===== config.mk =====
export PLATFORM = sky130hd
export DESIGN_NAME = rtesm_top
export DESIGN_NICKNAME = d
export VERILOG_FILES = /design/src/core/rtesm_pkg.sv /design/src/core/rtesm_event_src.sv /design/src/core/rtesm_top.sv
export SDC_FILE = /design/constraint.sdc
export NUM_CORES = 1
export LEC_CHECK = 0
export ABC_AREA = 0
export BUFFER_PORTS_ARGS = -buffer_cell sky130_fd_sc_hd__buf_2
export CORE_ASPECT_RATIO = 0.75
export CORE_MARGIN = 4
export CORE_UTILIZATION = 32
export CTS_CLUSTER_SIZE = 20
export DETAILED_ROUTE_END_ITERATION = 6
export PLACE_DENSITY = 0.61
export SLEW_MARGIN = 25
export SYNTH_ARGS = -nofsm -noshare
export SYNTH_HDL_FRONTEND = slang
export SYNTH_SLANG_ARGS = --single-unit

===== constraint.sdc =====
create_clock -name aclk -period 3.1 [get_ports aclk]
set_input_delay 0.31 -clock aclk [delete_from_list [all_inputs] [get_ports aclk]]
set_output_delay 0.31 -clock aclk [all_outputs]
set_load 0.01 [all_outputs]

===== src/core/rtesm_pkg.sv =====
// package of the rx/tx event status and mask block
// assumes one aclk domain, synchronous active-low reset, axi4-lite access
//
// Overview of operation
// - tx descriptor with irq flag sets bit 7
// - good transmit attempt sets bit 6
// - rx data fifo overflow sets bit 5
// - rx engine running to idle sets bit 4
// - rx drain threshold met sets bit 3, once/packet
// - failed reception sets bit 2
// - rx descriptor with irq flag sets bit 1
// - good reception sets bit 0
// - mask bit one lets status interrupt
// - status latches regardless of mask
// - hard reset clears mask
// - soft reset clears mask too
// - mask bits 25-20, 16-0 implemented, others unused
// - reading status clears all status bits
// - bit 15 is OR of bits 25-16
// - master enable zero blocks host_irq; block_irq ignores it
package rtesm_pkg;
    localparam logic [7:0]  OFS_STATUS     = 8'h10;
    localparam logic [7:0]  OFS_MASK       = 8'h14;
    localparam logic [7:0]  OFS_MASTER_EN  = 8'h18;
    localparam logic [7:0]  OFS_EV_CLEAR   = 8'h1C;
    localparam logic [7:0]  OFS_EV_ENABLE  = 8'h20;
    localparam logic [7:0]  OFS_SOFT_RESET = 8'h24;
    localparam logic [31:0] MASK_RESET     = 32'h0000_0000;
    localparam logic [31:0] MASK_IMPL      = 32'h03F1_FFFF;
    localparam logic [31:0] HIGH_ERR_BITS  = 32'h03FF_0000;
    localparam int          HIGH_SUM_BIT   = 15;
    localparam int          NUM_EVENTS     = 32;
    localparam int          BIT_RX_GOOD    = 0;
    localparam int          BIT_RX_DESC    = 1;
    localparam int          BIT_RX_FAIL    = 2;
    localparam int          BIT_RX_EARLY   = 3;
    localparam int          BIT_RX_IDLE    = 4;
    localparam int          BIT_RX_OVF     = 5;
    localparam int          BIT_TX_GOOD    = 6;
    localparam int          BIT_TX_DESC    = 7;
    localparam logic [1:0]  RESP_OKAY      = 2'b00;
    localparam logic [1:0]  RESP_SLVERR    = 2'b10;
    typedef enum logic {RTESM_IDLE, RTESM_RESP} rtesm_bus_state_t;
endpackage : rtesm_pkg


===== src/core/rtesm_event_src.sv =====
// event conditioning: turns engine strobes into status set pulses
// assumes strobes other than the rx_engine_running level are single-cycle and on aclk
module rtesm_event_src (
    // clock and reset
    input  wire logic        aclk,
    input  wire logic        aresetn,
    // engine strobes
    input  wire logic        tx_desc_written,
    input  wire logic        tx_desc_irq_flag,
    input  wire logic        tx_attempt_done_ok,
    input  wire logic        rx_fifo_overflow,
    input  wire logic        rx_engine_running,
    input  wire logic        rx_drain_bytes_met,
    input  wire logic        rx_packet_start,
    input  wire logic        rx_last_desc_written,
    input  wire logic        rx_packet_ok,
    input  wire logic        rx_desc_written,
    input  wire logic        rx_desc_irq_flag,
    // set pulses
    output logic      [7:0]  set_low
);
    logic running_q;
    logic running_d;
    logic early_done_q;
    logic early_done_d;

    always_comb begin
        running_d    = rx_engine_running;
        early_done_d = early_done_q;
        if (rx_packet_start) begin
            early_done_d = 1'b0;
        end
        if (rx_drain_bytes_met) begin
            early_done_d = 1'b1;
        end
        set_low = 8'h00;
        set_low[rtesm_pkg::BIT_TX_DESC] =
            tx_desc_written & tx_desc_irq_flag;
        set_low[rtesm_pkg::BIT_TX_GOOD] = tx_attempt_done_ok;
        set_low[rtesm_pkg::BIT_RX_OVF]  = rx_fifo_overflow;
        set_low[rtesm_pkg::BIT_RX_IDLE] =
            running_q & ~rx_engine_running;
        // a second threshold hit in the same packet is swallowed
        set_low[rtesm_pkg::BIT_RX_EARLY] =
            rx_drain_bytes_met & ~early_done_q;
        set_low[rtesm_pkg::BIT_RX_FAIL] =
            rx_last_desc_written & ~rx_packet_ok;
        set_low[rtesm_pkg::BIT_RX_DESC] =
            rx_desc_written & rx_desc_irq_flag;
        set_low[rtesm_pkg::BIT_RX_GOOD] =
            rx_last_desc_written & rx_packet_ok;
    end

    always_ff @(posedge aclk) begin
        if (!aresetn) begin
            running_q    <= 1'b0;
            early_done_q <= 1'b0;
        end else begin
            running_q    <= running_d;
            early_done_q <= early_done_d;
        end
    end
endmodule : rtesm_event_src


===== src/core/rtesm_top.sv =====
// event status, mask and interrupt output with an axi4-lite slave
// assumes engine strobes on aclk; upper status events come in as pulses
module rtesm_top (
    // clock and reset
    input  wire logic        aclk,
    input  wire logic        aresetn,
    // axi4-lite write address
    input  wire logic [7:0]  s_axi_awaddr,
    input  wire logic        s_axi_awvalid,
    output logic             s_axi_awready,
    // axi4-lite write data
    input  wire logic [31:0] s_axi_wdata,
    input  wire logic [3:0]  s_axi_wstrb,
    input  wire logic        s_axi_wvalid,
    output logic             s_axi_wready,
    // axi4-lite write response
    output logic      [1:0]  s_axi_bresp,
    output logic             s_axi_bvalid,
    input  wire logic        s_axi_bready,
    // axi4-lite read address
    input  wire logic [7:0]  s_axi_araddr,
    input  wire logic        s_axi_arvalid,
    output logic             s_axi_arready,
    // axi4-lite read data
    output logic      [31:0] s_axi_rdata,
    output logic      [1:0]  s_axi_rresp,
    output logic             s_axi_rvalid,
    input  wire logic        s_axi_rready,
    // transmit engine strobes
    input  wire logic        tx_desc_written,
    input  wire logic        tx_desc_irq_flag,
    input  wire logic        tx_attempt_done_ok,
    // receive engine strobes
    input  wire logic        rx_fifo_overflow,
    input  wire logic        rx_engine_running,
    input  wire logic        rx_drain_bytes_met,
    input  wire logic        rx_packet_start,
    input  wire logic        rx_last_desc_written,
    input  wire logic        rx_packet_ok,
    input  wire logic        rx_desc_written,
    input  wire logic        rx_desc_irq_flag,
    // other event sources, bits 31-8 of status
    input  wire logic [31:8] upper_event_set,
    // interrupts
    output logic             host_irq,
    output logic             block_irq
);
    logic [7:0]  set_low;
    logic [31:0] ev_set;
    logic [31:0] status_q;
    logic [31:0] status_d;
    logic [31:0] status_view;
    logic [31:0] mask_q;
    logic [31:0] mask_d;
    logic        master_en_q;
    logic        master_en_d;
    logic [31:0] blk_stat_q;
    logic [31:0] blk_stat_d;
    logic [31:0] blk_en_q;
    logic [31:0] blk_en_d;
    logic        host_irq_q;
    logic        host_irq_d;
    logic        block_irq_q;
    logic        block_irq_d;
    rtesm_pkg::rtesm_bus_state_t wr_st_q;
    rtesm_pkg::rtesm_bus_state_t wr_st_d;
    rtesm_pkg::rtesm_bus_state_t rd_st_q;
    rtesm_pkg::rtesm_bus_state_t rd_st_d;
    logic        aw_held_q;
    logic        aw_held_d;
    logic        w_held_q;
    logic        w_held_d;
    logic [7:0]  awaddr_q;
    logic [7:0]  awaddr_d;
    logic [31:0] wdata_q;
    logic [31:0] wdata_d;
    logic [3:0]  wstrb_q;
    logic [3:0]  wstrb_d;
    logic [1:0]  bresp_q;
    logic [1:0]  bresp_d;
    logic [31:0] rdata_q;
    logic [31:0] rdata_d;
    logic [1:0]  rresp_q;
    logic [1:0]  rresp_d;
    logic        wr_go;
    logic        rd_go;
    logic [31:0] wmask;
    logic        soft_reset;

    rtesm_event_src u_event_src (
        .aclk                 (aclk),
        .aresetn              (aresetn),
        .tx_desc_written      (tx_desc_written),
        .tx_desc_irq_flag     (tx_desc_irq_flag),
        .tx_attempt_done_ok   (tx_attempt_done_ok),
        .rx_fifo_overflow     (rx_fifo_overflow),
        .rx_engine_running    (rx_engine_running),
        .rx_drain_bytes_met   (rx_drain_bytes_met),
        .rx_packet_start      (rx_packet_start),
        .rx_last_desc_written (rx_last_desc_written),
        .rx_packet_ok         (rx_packet_ok),
        .rx_desc_written      (rx_desc_written),
        .rx_desc_irq_flag     (rx_desc_irq_flag),
        .set_low              (set_low)
    );

    assign ev_set = {upper_event_set, set_low};

    // bit 15 is a pure summary, never latched on its own
    always_comb begin
        status_view = status_q;
        status_view[rtesm_pkg::HIGH_SUM_BIT] =
            |(status_q & rtesm_pkg::HIGH_ERR_BITS);
    end

    // write channel: address and data taken in either order
    always_comb begin
        aw_held_d = aw_held_q;
        w_held_d  = w_held_q;
        awaddr_d  = awaddr_q;
        wdata_d   = wdata_q;
        wstrb_d   = wstrb_q;
        wr_st_d   = wr_st_q;
        bresp_d   = bresp_q;
        wr_go     = 1'b0;
        case (wr_st_q)
            rtesm_pkg::RTESM_IDLE: begin
                if (s_axi_awvalid && !aw_held_q) begin
                    aw_held_d = 1'b1;
                    awaddr_d  = s_axi_awaddr;
                end
                if (s_axi_wvalid && !w_held_q) begin
                    w_held_d = 1'b1;
                    wdata_d  = s_axi_wdata;
                    wstrb_d  = s_axi_wstrb;
                end
                if (aw_held_q && w_held_q) begin
                    wr_go     = 1'b1;
                    aw_held_d = 1'b0;
                    w_held_d  = 1'b0;
                    wr_st_d   = rtesm_pkg::RTESM_RESP;
                    case (awaddr_q)
                        rtesm_pkg::OFS_MASK,
                        rtesm_pkg::OFS_MASTER_EN,
                        rtesm_pkg::OFS_EV_CLEAR,
                        rtesm_pkg::OFS_EV_ENABLE,
                        rtesm_pkg::OFS_SOFT_RESET: begin
                            bresp_d = rtesm_pkg::RESP_OKAY;
                        end
                        rtesm_pkg::OFS_STATUS: begin
                            bresp_d = rtesm_pkg::RESP_OKAY;
                        end
                        default: begin
                            bresp_d = rtesm_pkg::RESP_SLVERR;
                        end
                    endcase
                end
            end
            rtesm_pkg::RTESM_RESP: begin
                if (s_axi_bready) begin
                    wr_st_d = rtesm_pkg::RTESM_IDLE;
                end
            end
            default: begin
                wr_st_d = rtesm_pkg::RTESM_IDLE;
            end
        endcase
    end

    assign s_axi_awready = (wr_st_q == rtesm_pkg::RTESM_IDLE) & ~aw_held_q;
    assign s_axi_wready  = (wr_st_q == rtesm_pkg::RTESM_IDLE) & ~w_held_q;
    assign s_axi_bvalid  = (wr_st_q == rtesm_pkg::RTESM_RESP);
    assign s_axi_bresp   = bresp_q;

    // read channel
    always_comb begin
        rd_st_d = rd_st_q;
        rdata_d = rdata_q;
        rresp_d = rresp_q;
        rd_go   = 1'b0;
        case (rd_st_q)
            rtesm_pkg::RTESM_IDLE: begin
                if (s_axi_arvalid) begin
                    rd_st_d = rtesm_pkg::RTESM_RESP;
                    rresp_d = rtesm_pkg::RESP_OKAY;
                    case (s_axi_araddr)
                        rtesm_pkg::OFS_STATUS: begin
                            rdata_d = status_view;
                            rd_go   = 1'b1;
                        end
                        rtesm_pkg::OFS_MASK: begin
                            rdata_d = mask_q;
                        end
                        rtesm_pkg::OFS_MASTER_EN: begin
                            rdata_d = {31'h0000_0000, master_en_q};
                        end
                        rtesm_pkg::OFS_EV_ENABLE: begin
                            rdata_d = blk_en_q;
                        end
                        rtesm_pkg::OFS_EV_CLEAR: begin
                            rdata_d = blk_stat_q;
                        end
                        default: begin
                            rdata_d = 32'h0000_0000;
                            rresp_d = rtesm_pkg::RESP_SLVERR;
                        end
                    endcase
                end
            end
            rtesm_pkg::RTESM_RESP: begin
                if (s_axi_rready) begin
                    rd_st_d = rtesm_pkg::RTESM_IDLE;
                end
            end
            default: begin
                rd_st_d = rtesm_pkg::RTESM_IDLE;
            end
        endcase
    end

    assign s_axi_arready = (rd_st_q == rtesm_pkg::RTESM_IDLE);
    assign s_axi_rvalid  = (rd_st_q == rtesm_pkg::RTESM_RESP);
    assign s_axi_rdata   = rdata_q;
    assign s_axi_rresp   = rresp_q;

    // register state
    always_comb begin
        for (int i = 0; i < 4; i++) begin
            wmask[i*8 +: 8] = {8{wstrb_q[i]}};
        end
        soft_reset  = wr_go && (awaddr_q == rtesm_pkg::OFS_SOFT_RESET)
                      && wdata_q[0] && wstrb_q[0];
        mask_d      = mask_q;
        master_en_d = master_en_q;
        blk_en_d    = blk_en_q;
        blk_stat_d  = blk_stat_q;
        // read-to-clear; an event in the same cycle survives
        status_d = rd_go ? 32'h0000_0000 : status_q;
        status_d = status_d | ev_set;
        // summary stands in bit 15 only while the irq is worked out
        status_d[rtesm_pkg::HIGH_SUM_BIT] =
            |(status_d & rtesm_pkg::HIGH_ERR_BITS);
        if (wr_go) begin
            case (awaddr_q)
                rtesm_pkg::OFS_MASK: begin
                    mask_d = ((mask_q & ~wmask) | (wdata_q & wmask))
                             & rtesm_pkg::MASK_IMPL;
                end
                rtesm_pkg::OFS_MASTER_EN: begin
                    if (wstrb_q[0]) begin
                        master_en_d = wdata_q[0];
                    end
                end
                rtesm_pkg::OFS_EV_ENABLE: begin
                    blk_en_d = (blk_en_q & ~wmask) | (wdata_q & wmask);
                end
                rtesm_pkg::OFS_EV_CLEAR: begin
                    blk_stat_d = blk_stat_q & ~(wdata_q & wmask);
                end
                default: begin
                    mask_d = mask_q;
                end
            endcase
        end
        if (soft_reset) begin
            mask_d = rtesm_pkg::MASK_RESET;
        end
        // own sticky copy of events; set wins over clear
        blk_stat_d = blk_stat_d | ev_set;
        host_irq_d = master_en_d
                     & |(status_d & mask_d);
        status_d[rtesm_pkg::HIGH_SUM_BIT] = 1'b0;
        block_irq_d = |(blk_stat_d & blk_en_d);
    end

    always_ff @(posedge aclk) begin
        if (!aresetn) begin
            mask_q      <= rtesm_pkg::MASK_RESET;
            status_q    <= 32'h0000_0000;
            master_en_q <= 1'b0;
            blk_en_q    <= 32'h0000_0000;
            blk_stat_q  <= 32'h0000_0000;
            host_irq_q  <= 1'b0;
            block_irq_q <= 1'b0;
            wr_st_q     <= rtesm_pkg::RTESM_IDLE;
            rd_st_q     <= rtesm_pkg::RTESM_IDLE;
            aw_held_q   <= 1'b0;
            w_held_q    <= 1'b0;
            awaddr_q    <= 8'h00;
            wdata_q     <= 32'h0000_0000;
            wstrb_q     <= 4'h0;
            bresp_q     <= rtesm_pkg::RESP_OKAY;
            rdata_q     <= 32'h0000_0000;
            rresp_q     <= rtesm_pkg::RESP_OKAY;
        end else begin
            mask_q      <= mask_d;
            status_q    <= status_d;
            master_en_q <= master_en_d;
            blk_en_q    <= blk_en_d;
            blk_stat_q  <= blk_stat_d;
            host_irq_q  <= host_irq_d;
            block_irq_q <= block_irq_d;
            wr_st_q     <= wr_st_d;
            rd_st_q     <= rd_st_d;
            aw_held_q   <= aw_held_d;
            w_held_q    <= w_held_d;
            awaddr_q    <= awaddr_d;
            wdata_q     <= wdata_d;
            wstrb_q     <= wstrb_d;
            bresp_q     <= bresp_d;
            rdata_q     <= rdata_d;
            rresp_q     <= rresp_d;
        end
    end

    assign host_irq  = host_irq_q;
    assign block_irq = block_irq_q;
endmodule : rtesm_top


---- Word-level counts from Yosys, hierarchy flattened ----
Cells that the tools add are included.
operators by class
  divide/modulo/power cells ............... 0
  bitwise logic cells ..................... 28
  $lt $le $gt $ge ......................... 0
  $mul .................................... 0
  shifts and indexed selects .............. 0
  equality and inequality tests ........... 11
  mux-type cells .......................... 30
  add/subtract/negate cells ............... 0
  reductions and logical operators ........ 23
operators by type and width
  cell                                                                   number
  32-bit two-way mux                                                     8
  32-bit AND                                                             5
  32-bit case mux with 5 select lines                                    1
  32-bit OR                                                              3
  8-bit by 5-bit equality test with 1-bit output, second input constant  8
  32-bit inverter                                                        2
  32-bit OR reduction                                                    2
  26-bit AND                                                             1
  26-bit OR                                                              1
  8-bit by 6-bit equality test with 1-bit output, second input constant  3
  10-bit OR reduction                                                    2
  1-bit two-way mux                                                      17
  2-bit AND reduction                                                    6
  1-bit AND                                                              9
  1-bit inverter                                                         7
  1-bit logical AND                                                      6
  2-bit nonzero test                                                     3
  6-bit OR reduction                                                     1
  5-bit OR reduction                                                     1
  2-bit two-way mux                                                      2
  1-bit case mux with 2 select lines                                     2
  1-bit logical NOT                                                      2
word-level totals
  bits in latches ......................... 0
  memory bits (writable) .................. 0
  output and inout port bits .............. 43
  memory bits (read-only) ................. 0
  memories kept ........................... 0
  register bits after elaboration ......... 217

---- Longest topological paths before layout ----
  depth after elaboration ................. 10
  mapped depth ............................ 10

---- Cells and area by module ----
From an unflattened synthesis, not the netlist that was laid out.
second synthesis, totals
  cells, all modules ...................... 1020
  area, all modules ....................... 9354.0 sq um
by module, submodules not included
  module           cells an instance  times used  seq. area each (sq um)  area an instance (sq um)
  rtesm_top        1007               1           4244.1                  9231.4
  rtesm_event_src  13                 1           40.0                    122.6

---- Worst setup path before layout ----
OpenSTA, ideal clock, no wires.
  path type ............................... flip-flop to flip-flop
  start ................................... register wr_st_q (netlist: s_axi_bvalid)
  end ..................................... register block_irq_q (netlist: block_irq)
  required time ........................... 2960 ps
  period minus slack after synthesis ...... 2312 ps
  library setup time ...................... 140 ps
  data arrival time ....................... 2172 ps
  stages on the path, launching flop included .. 9
  slack ................................... 788 ps
  cells stage by stage .................... dfxtp_1 > and4bb_2 > buf_2 > nand4_2 > mux2i_1 > o22ai_1 > or3_1 > nor4_1 > a41oi_1
between the ends
  longest elaborated chain between the ends .. 5
  elaborated cells on any way between the ends .. 6
ends and longest elaborated chain
  element                   line              source
  start: declaration        rtesm_top.sv:65   rtesm_pkg::rtesm_bus_state_t wr_st_q;
  start signal: assignment  rtesm_top.sv:285  wr_st_q <= rtesm_pkg::RTESM_IDLE;
  start signal: assignment  rtesm_top.sv:303  wr_st_q <= wr_st_d;
  1-bit two-way mux (*)     rtesm_top.sv:126  case (wr_st_q)
  32-bit two-way mux        rtesm_top.sv:243  if (wr_go) begin
  32-bit OR                 rtesm_top.sv:269  blk_stat_d = blk_stat_d | ev_set;
  32-bit AND (*)            rtesm_top.sv:273  block_irq_d = |(blk_stat_d & blk_en_d);
  32-bit OR reduction (*)   rtesm_top.sv:273
  end signal: assignment    rtesm_top.sv:302  block_irq_q <= block_irq_d;
  end: declaration          rtesm_top.sv:63   logic block_irq_q;
Every way passes the cells marked *; elsewhere a longest branch is shown, timed or not.
A chain may end at the register's enable or synchronous reset.

---- Worst setup path in the final report ----
  start ................................... register awaddr_q[7]
  end ..................................... register block_irq_q (netlist: block_irq)
between the ends
  longest elaborated chain between the ends .. 6
  elaborated cells on any way between the ends .. 9
ends and longest elaborated chain
  element                                         line              source
  start: declaration                              rtesm_top.sv:73   logic [7:0] awaddr_q;
  start signal: assignment                        rtesm_top.sv:307  awaddr_q <= awaddr_d;
  8-bit by 5-bit equality test with 1-bit output  rtesm_top.sv:244  case (awaddr_q)
  32-bit two-way mux                              rtesm_top.sv:244
  32-bit two-way mux                              rtesm_top.sv:243
  32-bit OR                                       rtesm_top.sv:269
  32-bit AND (*)                                  rtesm_top.sv:273
  32-bit OR reduction (*)                         rtesm_top.sv:273
Marks and branches as above.

==> run summary <==
The root cell of the clock tree was sky130_fd_sc_hd__clkbuf_16. The fill cell total of the finished layout came out at 2805. The maximum clock path buffer count was 3. For the pin with the worst max-slew slack, the measured transition is 1.03 ns. The overall overflow remaining after global route is 0. The tools report the antenna cell count as 0. After technology mapping, the gate count stands at 1011.

The final number of max-transition violations was 0; the clock latency of the later-clocked register in the worst-skew pair was 0.50 ns. The worst hold path begins at rx_engine_running. For the DRC violation count after routing, the log shows 0.

The logs give 19.2% for the overall track demand over capacity in global routing and 7 for the number of optimization iterations in the first detailed-route pass. For the global-route wire length before repair, the log shows 44900 um. Number of register bits inferred by synthesis: 214. The number of clock buffers added by TritonCTS is 22. The run finished with clean final reports. The max-cap violation count was 0; the static leakage was 4.59 nW. For the initial core utilization, the log shows 32.4%. The pin count of the biggest net entering global routing was 71; the synthesized area per cell was 8.63 um^2. At the worst endpoint, the arrival time is 3.02 ns.

Post-CTS timing repair inserted 0 buffers for setup. The main flop type after synthesis was sky130_fd_sc_hd__dfxtp_1. Classification of the worst-slack hold path: input port to flip-flop.

The congestion estimate from routability-driven global placement came to 0.859. The final routed wire length divided by cell count is 19.9 um. The final critical delay including setup and external delays was 2.66 ns.

The worst slew margin relative to its limit was 31.3%; the starting DRC count in detailed routing was 878. The number of hold violations in the final report was 0. The initialized floorplan defines 52 standard-cell rows.

During I/O placement, the number of pins put on the boundary was 137. The post-route netlist has 21.0% of its cells at a drive strength greater than 1. The Yosys step of the flow raised 0 warnings. The most critical setup path has its startpoint at awaddr_q[7]. Startpoint type of the worst setup path: a flip-flop. The area fraction of the dominant cell type after synthesis was 49.1%. The run gives 1225 as the number of nets in the layout. The highest attainable clock frequency was 376 MHz. Using the TritonRoute via totals, the vias-per-cell ratio works out to 5.34. The logs give 29800 um for the detailed-route wire length and 21200 um for the HPWL after detailed placement.

For the die footprint, the log shows 30000 um^2. The number of different library cells used by synthesis comes to 47. The tools report the number of antenna violations at the first check in global routing as 2. The CTS clock-pin slew for the worst setup and hold paths came out at 0.06 ns. The total power density per cell area was 581 nW/um^2; the setup violation total in the final timing report was 0. TritonCTS built the clock tree. The worst-case IR drop observed on VDD is 343 uV. Input and output buffers added on the ports amount to 134.

The share of synthesized area occupied by flip-flops and latches is 49.1%, and the die width is 199 um. Setup repair after global routing left no endpoint under its margin. CTS saw 214 sinks. In this run the vertical extent of the chip is 151 um. Summed over all failing endpoints, the final setup total negative slack is 0 ns. The area growth from synthesis to layout was 21.1%; the number of gates resized after cts was 0.

The overall via count from detail_route was 8000; the final cycle utilization of the critical path was 85.8%. Yosys attributes the largest share of cell area to sky130_fd_sc_hd__dfxtp_1, sky130_fd_sc_hd__nor2_1, sky130_fd_sc_hd__mux2i_1. Between clock sinks in the finished design, the worst skew comes to 0.00767 ns. The startpoint identified for the worst register-to-register timing path is awaddr_q[7]. The dominant cell type by area after synthesis was sky130_fd_sc_hd__dfxtp_1.

The CTS H-tree depth came out at 1. The number of nets with antenna violations after routing is 0, and the proportion of synthesized flip-flops having asynchronous set or reset is 0%. The area of the mapped netlist was 8720 um^2. STA puts the critical path data required time at 3.46 ns.

The region available for standard cell placement spans 26900 um^2. The end-of-flow core utilization was 39.2%; the hold slack was 0.0313 ns. The number of global-route vias before repair was 7562; the maximum net fanout on the critical path was 14. Yosys mapped a number of flops with a built-in enable equal to 0.

The tools report the kind of capture point of the worst setup path as a flip-flop. Power comes to 6.13 mW. By startpoint and endpoint, the worst setup path is classified as flip-flop to flip-flop.
-- state kept, by name, summed over array words and instances, names as in the netlist --
| name | cells |
|---|---|
| host_irq | 1 |
| blk_stat_q | 32 |
| wstrb_q | 4 |
| awaddr_q | 8 |
| status_q | 31 |
| w_held_q | 1 |
| s_axi_rresp | 1 |
| s_axi_rvalid | 1 |
| master_en_q | 1 |
| blk_en_q | 32 |
| block_irq | 1 |
| u_event_src.early_done_q | 1 |
| s_axi_bresp | 1 |
| s_axi_rdata | 32 |
| u_event_src.running_q | 1 |
| mask_q | 32 |
| aw_held_q | 1 |
| wdata_q | 32 |
| s_axi_bvalid | 1 |
-- logic make-up after synthesis --
family | after synthesis | synth area share (%)
muxes | 89 | 10.6
AOI/OAI and AO/OA | 222 | 15.9
DFF | 214 | 49.1
buffers and inverters | 98 | 4.58
other | 1 | 0.0430
and+or+nand+nor | 387 | 19.8
-- layer usage --
layer,wire [um],track usage (%),vias to the layer above
li1,-,-,3797
met1,14000,28.4,3814
met2,12500,28.2,347
met3,2770,5.18,38
met4,530,3.76,4
met5,24,0,-
-- layout make-up --
cell class              instances  area, um^2  share of cell area, %
flip-flops and latches        214        4280                   40.6
multi-input cells             700        4060                   38.4
repair buffers                167         933                   8.84
clock buffers                  32         679                   6.43
well taps                     351         439                   4.16
inverters                      26         103                  0.971
clock inverters                 7        65.1                  0.616
-- through the flow --
step | worst slack, ns | instances | cell area [um^2]
2_1_floorplan | 0.788 | 1012 | 8730
3_3_place_gp | 0.408 | 1457 | 9800
3_5_place_dp | 0.481 | 1457 | 9810
4_1_cts | 0.455 | 1497 | 10600
5_1_grt | 0.236 | 1497 | 10600
6_report | 0.439 | 1497 | 10600
-- report_power, final --
part	internal [mW]	switching, mW
Sequential	2.86	0.0911
Clock	1.60	1.10
Combinational	0.182	0.304
Total	4.64	1.49
-- worst max-delay path: stages, from the launching register on --
cell and delay (ns):
sky130_fd_sc_hd__dfxtp_1 0.33, sky130_fd_sc_hd__nor4_4 0.29, sky130_fd_sc_hd__buf_4 0.26, sky130_fd_sc_hd__nand4_1 0.34, sky130_fd_sc_hd__o22ai_1 0.29, sky130_fd_sc_hd__o22ai_1 0.13
sky130_fd_sc_hd__or3_1 0.39, sky130_fd_sc_hd__nor4_1 0.32, sky130_fd_sc_hd__a41oi_1 0.16
-- final timing paths --
check | endpoint | slack (ns) | cells after the start
setup / recovery | block_irq | 0.44 | 8
hold / removal | u_event_src.running_q | 0.03 | 2
setup reg to reg | block_irq | 0.44 | 8
hold reg to reg | wdata_q[18] | 0.48 | 2
-- cell usage after synthesis, types with 2 or more instances --
| cell | number |
|---|---|
| sky130_fd_sc_hd__a211oi_1 | 3 |
| sky130_fd_sc_hd__a21oi_1 | 117 |
| sky130_fd_sc_hd__a222oi_1 | 32 |
| sky130_fd_sc_hd__a22oi_1 | 2 |
| sky130_fd_sc_hd__a31oi_1 | 14 |
| sky130_fd_sc_hd__and2_1 | 5 |
| sky130_fd_sc_hd__and4b_1 | 2 |
| sky130_fd_sc_hd__buf_2 | 4 |
| sky130_fd_sc_hd__buf_4 | 3 |
| sky130_fd_sc_hd__buf_6 | 2 |
| sky130_fd_sc_hd__clkbuf_1 | 62 |
| sky130_fd_sc_hd__dfxtp_1 | 214 |
| sky130_fd_sc_hd__inv_1 | 26 |
| sky130_fd_sc_hd__mux2_2 | 25 |
| sky130_fd_sc_hd__mux2i_1 | 64 |
| sky130_fd_sc_hd__nand2_1 | 95 |
| sky130_fd_sc_hd__nand3_1 | 18 |
| sky130_fd_sc_hd__nand3b_1 | 4 |
| sky130_fd_sc_hd__nand4_1 | 2 |
| sky130_fd_sc_hd__nand4_2 | 6 |
| sky130_fd_sc_hd__nor2_1 | 211 |
| sky130_fd_sc_hd__nor2b_1 | 7 |
| sky130_fd_sc_hd__nor3_1 | 11 |
| sky130_fd_sc_hd__nor3b_1 | 5 |
| sky130_fd_sc_hd__nor4_1 | 9 |
| sky130_fd_sc_hd__o211a_1 | 2 |
| sky130_fd_sc_hd__o21ai_0 | 14 |
| sky130_fd_sc_hd__o221ai_1 | 4 |
| sky130_fd_sc_hd__o22a_1 | 3 |
| sky130_fd_sc_hd__o22ai_1 | 24 |
| sky130_fd_sc_hd__o31ai_1 | 2 |
| sky130_fd_sc_hd__or2b_1 | 2 |
| sky130_fd_sc_hd__or3_1 | 2 |
| sky130_fd_sc_hd__or4_1 | 2 |
-- what timing repair did --
action,in CTS,in global routing
hold endpoints to repair,1,0
endpoints found under the setup margin,0,0
hold buffers,1,0
-- layout by cell type, fill, tap and decap left out, drive strengths merged, types with 4 or more instances in the layout --
master / Yosys / layout
dfxtp: 214 / 214
clkbuf: 62 / 32
o21ai: 14 / 14
inv: 26 / 26
nor3: 11 / 11
a222oi: 32 / 32
nor4: 10 / 10
o22ai: 24 / 24
clkinv: 0 / 4
mux2i: 64 / 64
mux2: 25 / 25
a21oi: 117 / 117
nand3: 18 / 18
o221ai: 4 / 4
nand2: 95 / 95
nor2: 211 / 211
nor3b: 6 / 6
a31oi: 14 / 14
and2: 5 / 5
nor2b: 7 / 7
nand3b: 4 / 4
buf: 10 / 166
nand4: 8 / 8
(Power assumes the default switching activity.)
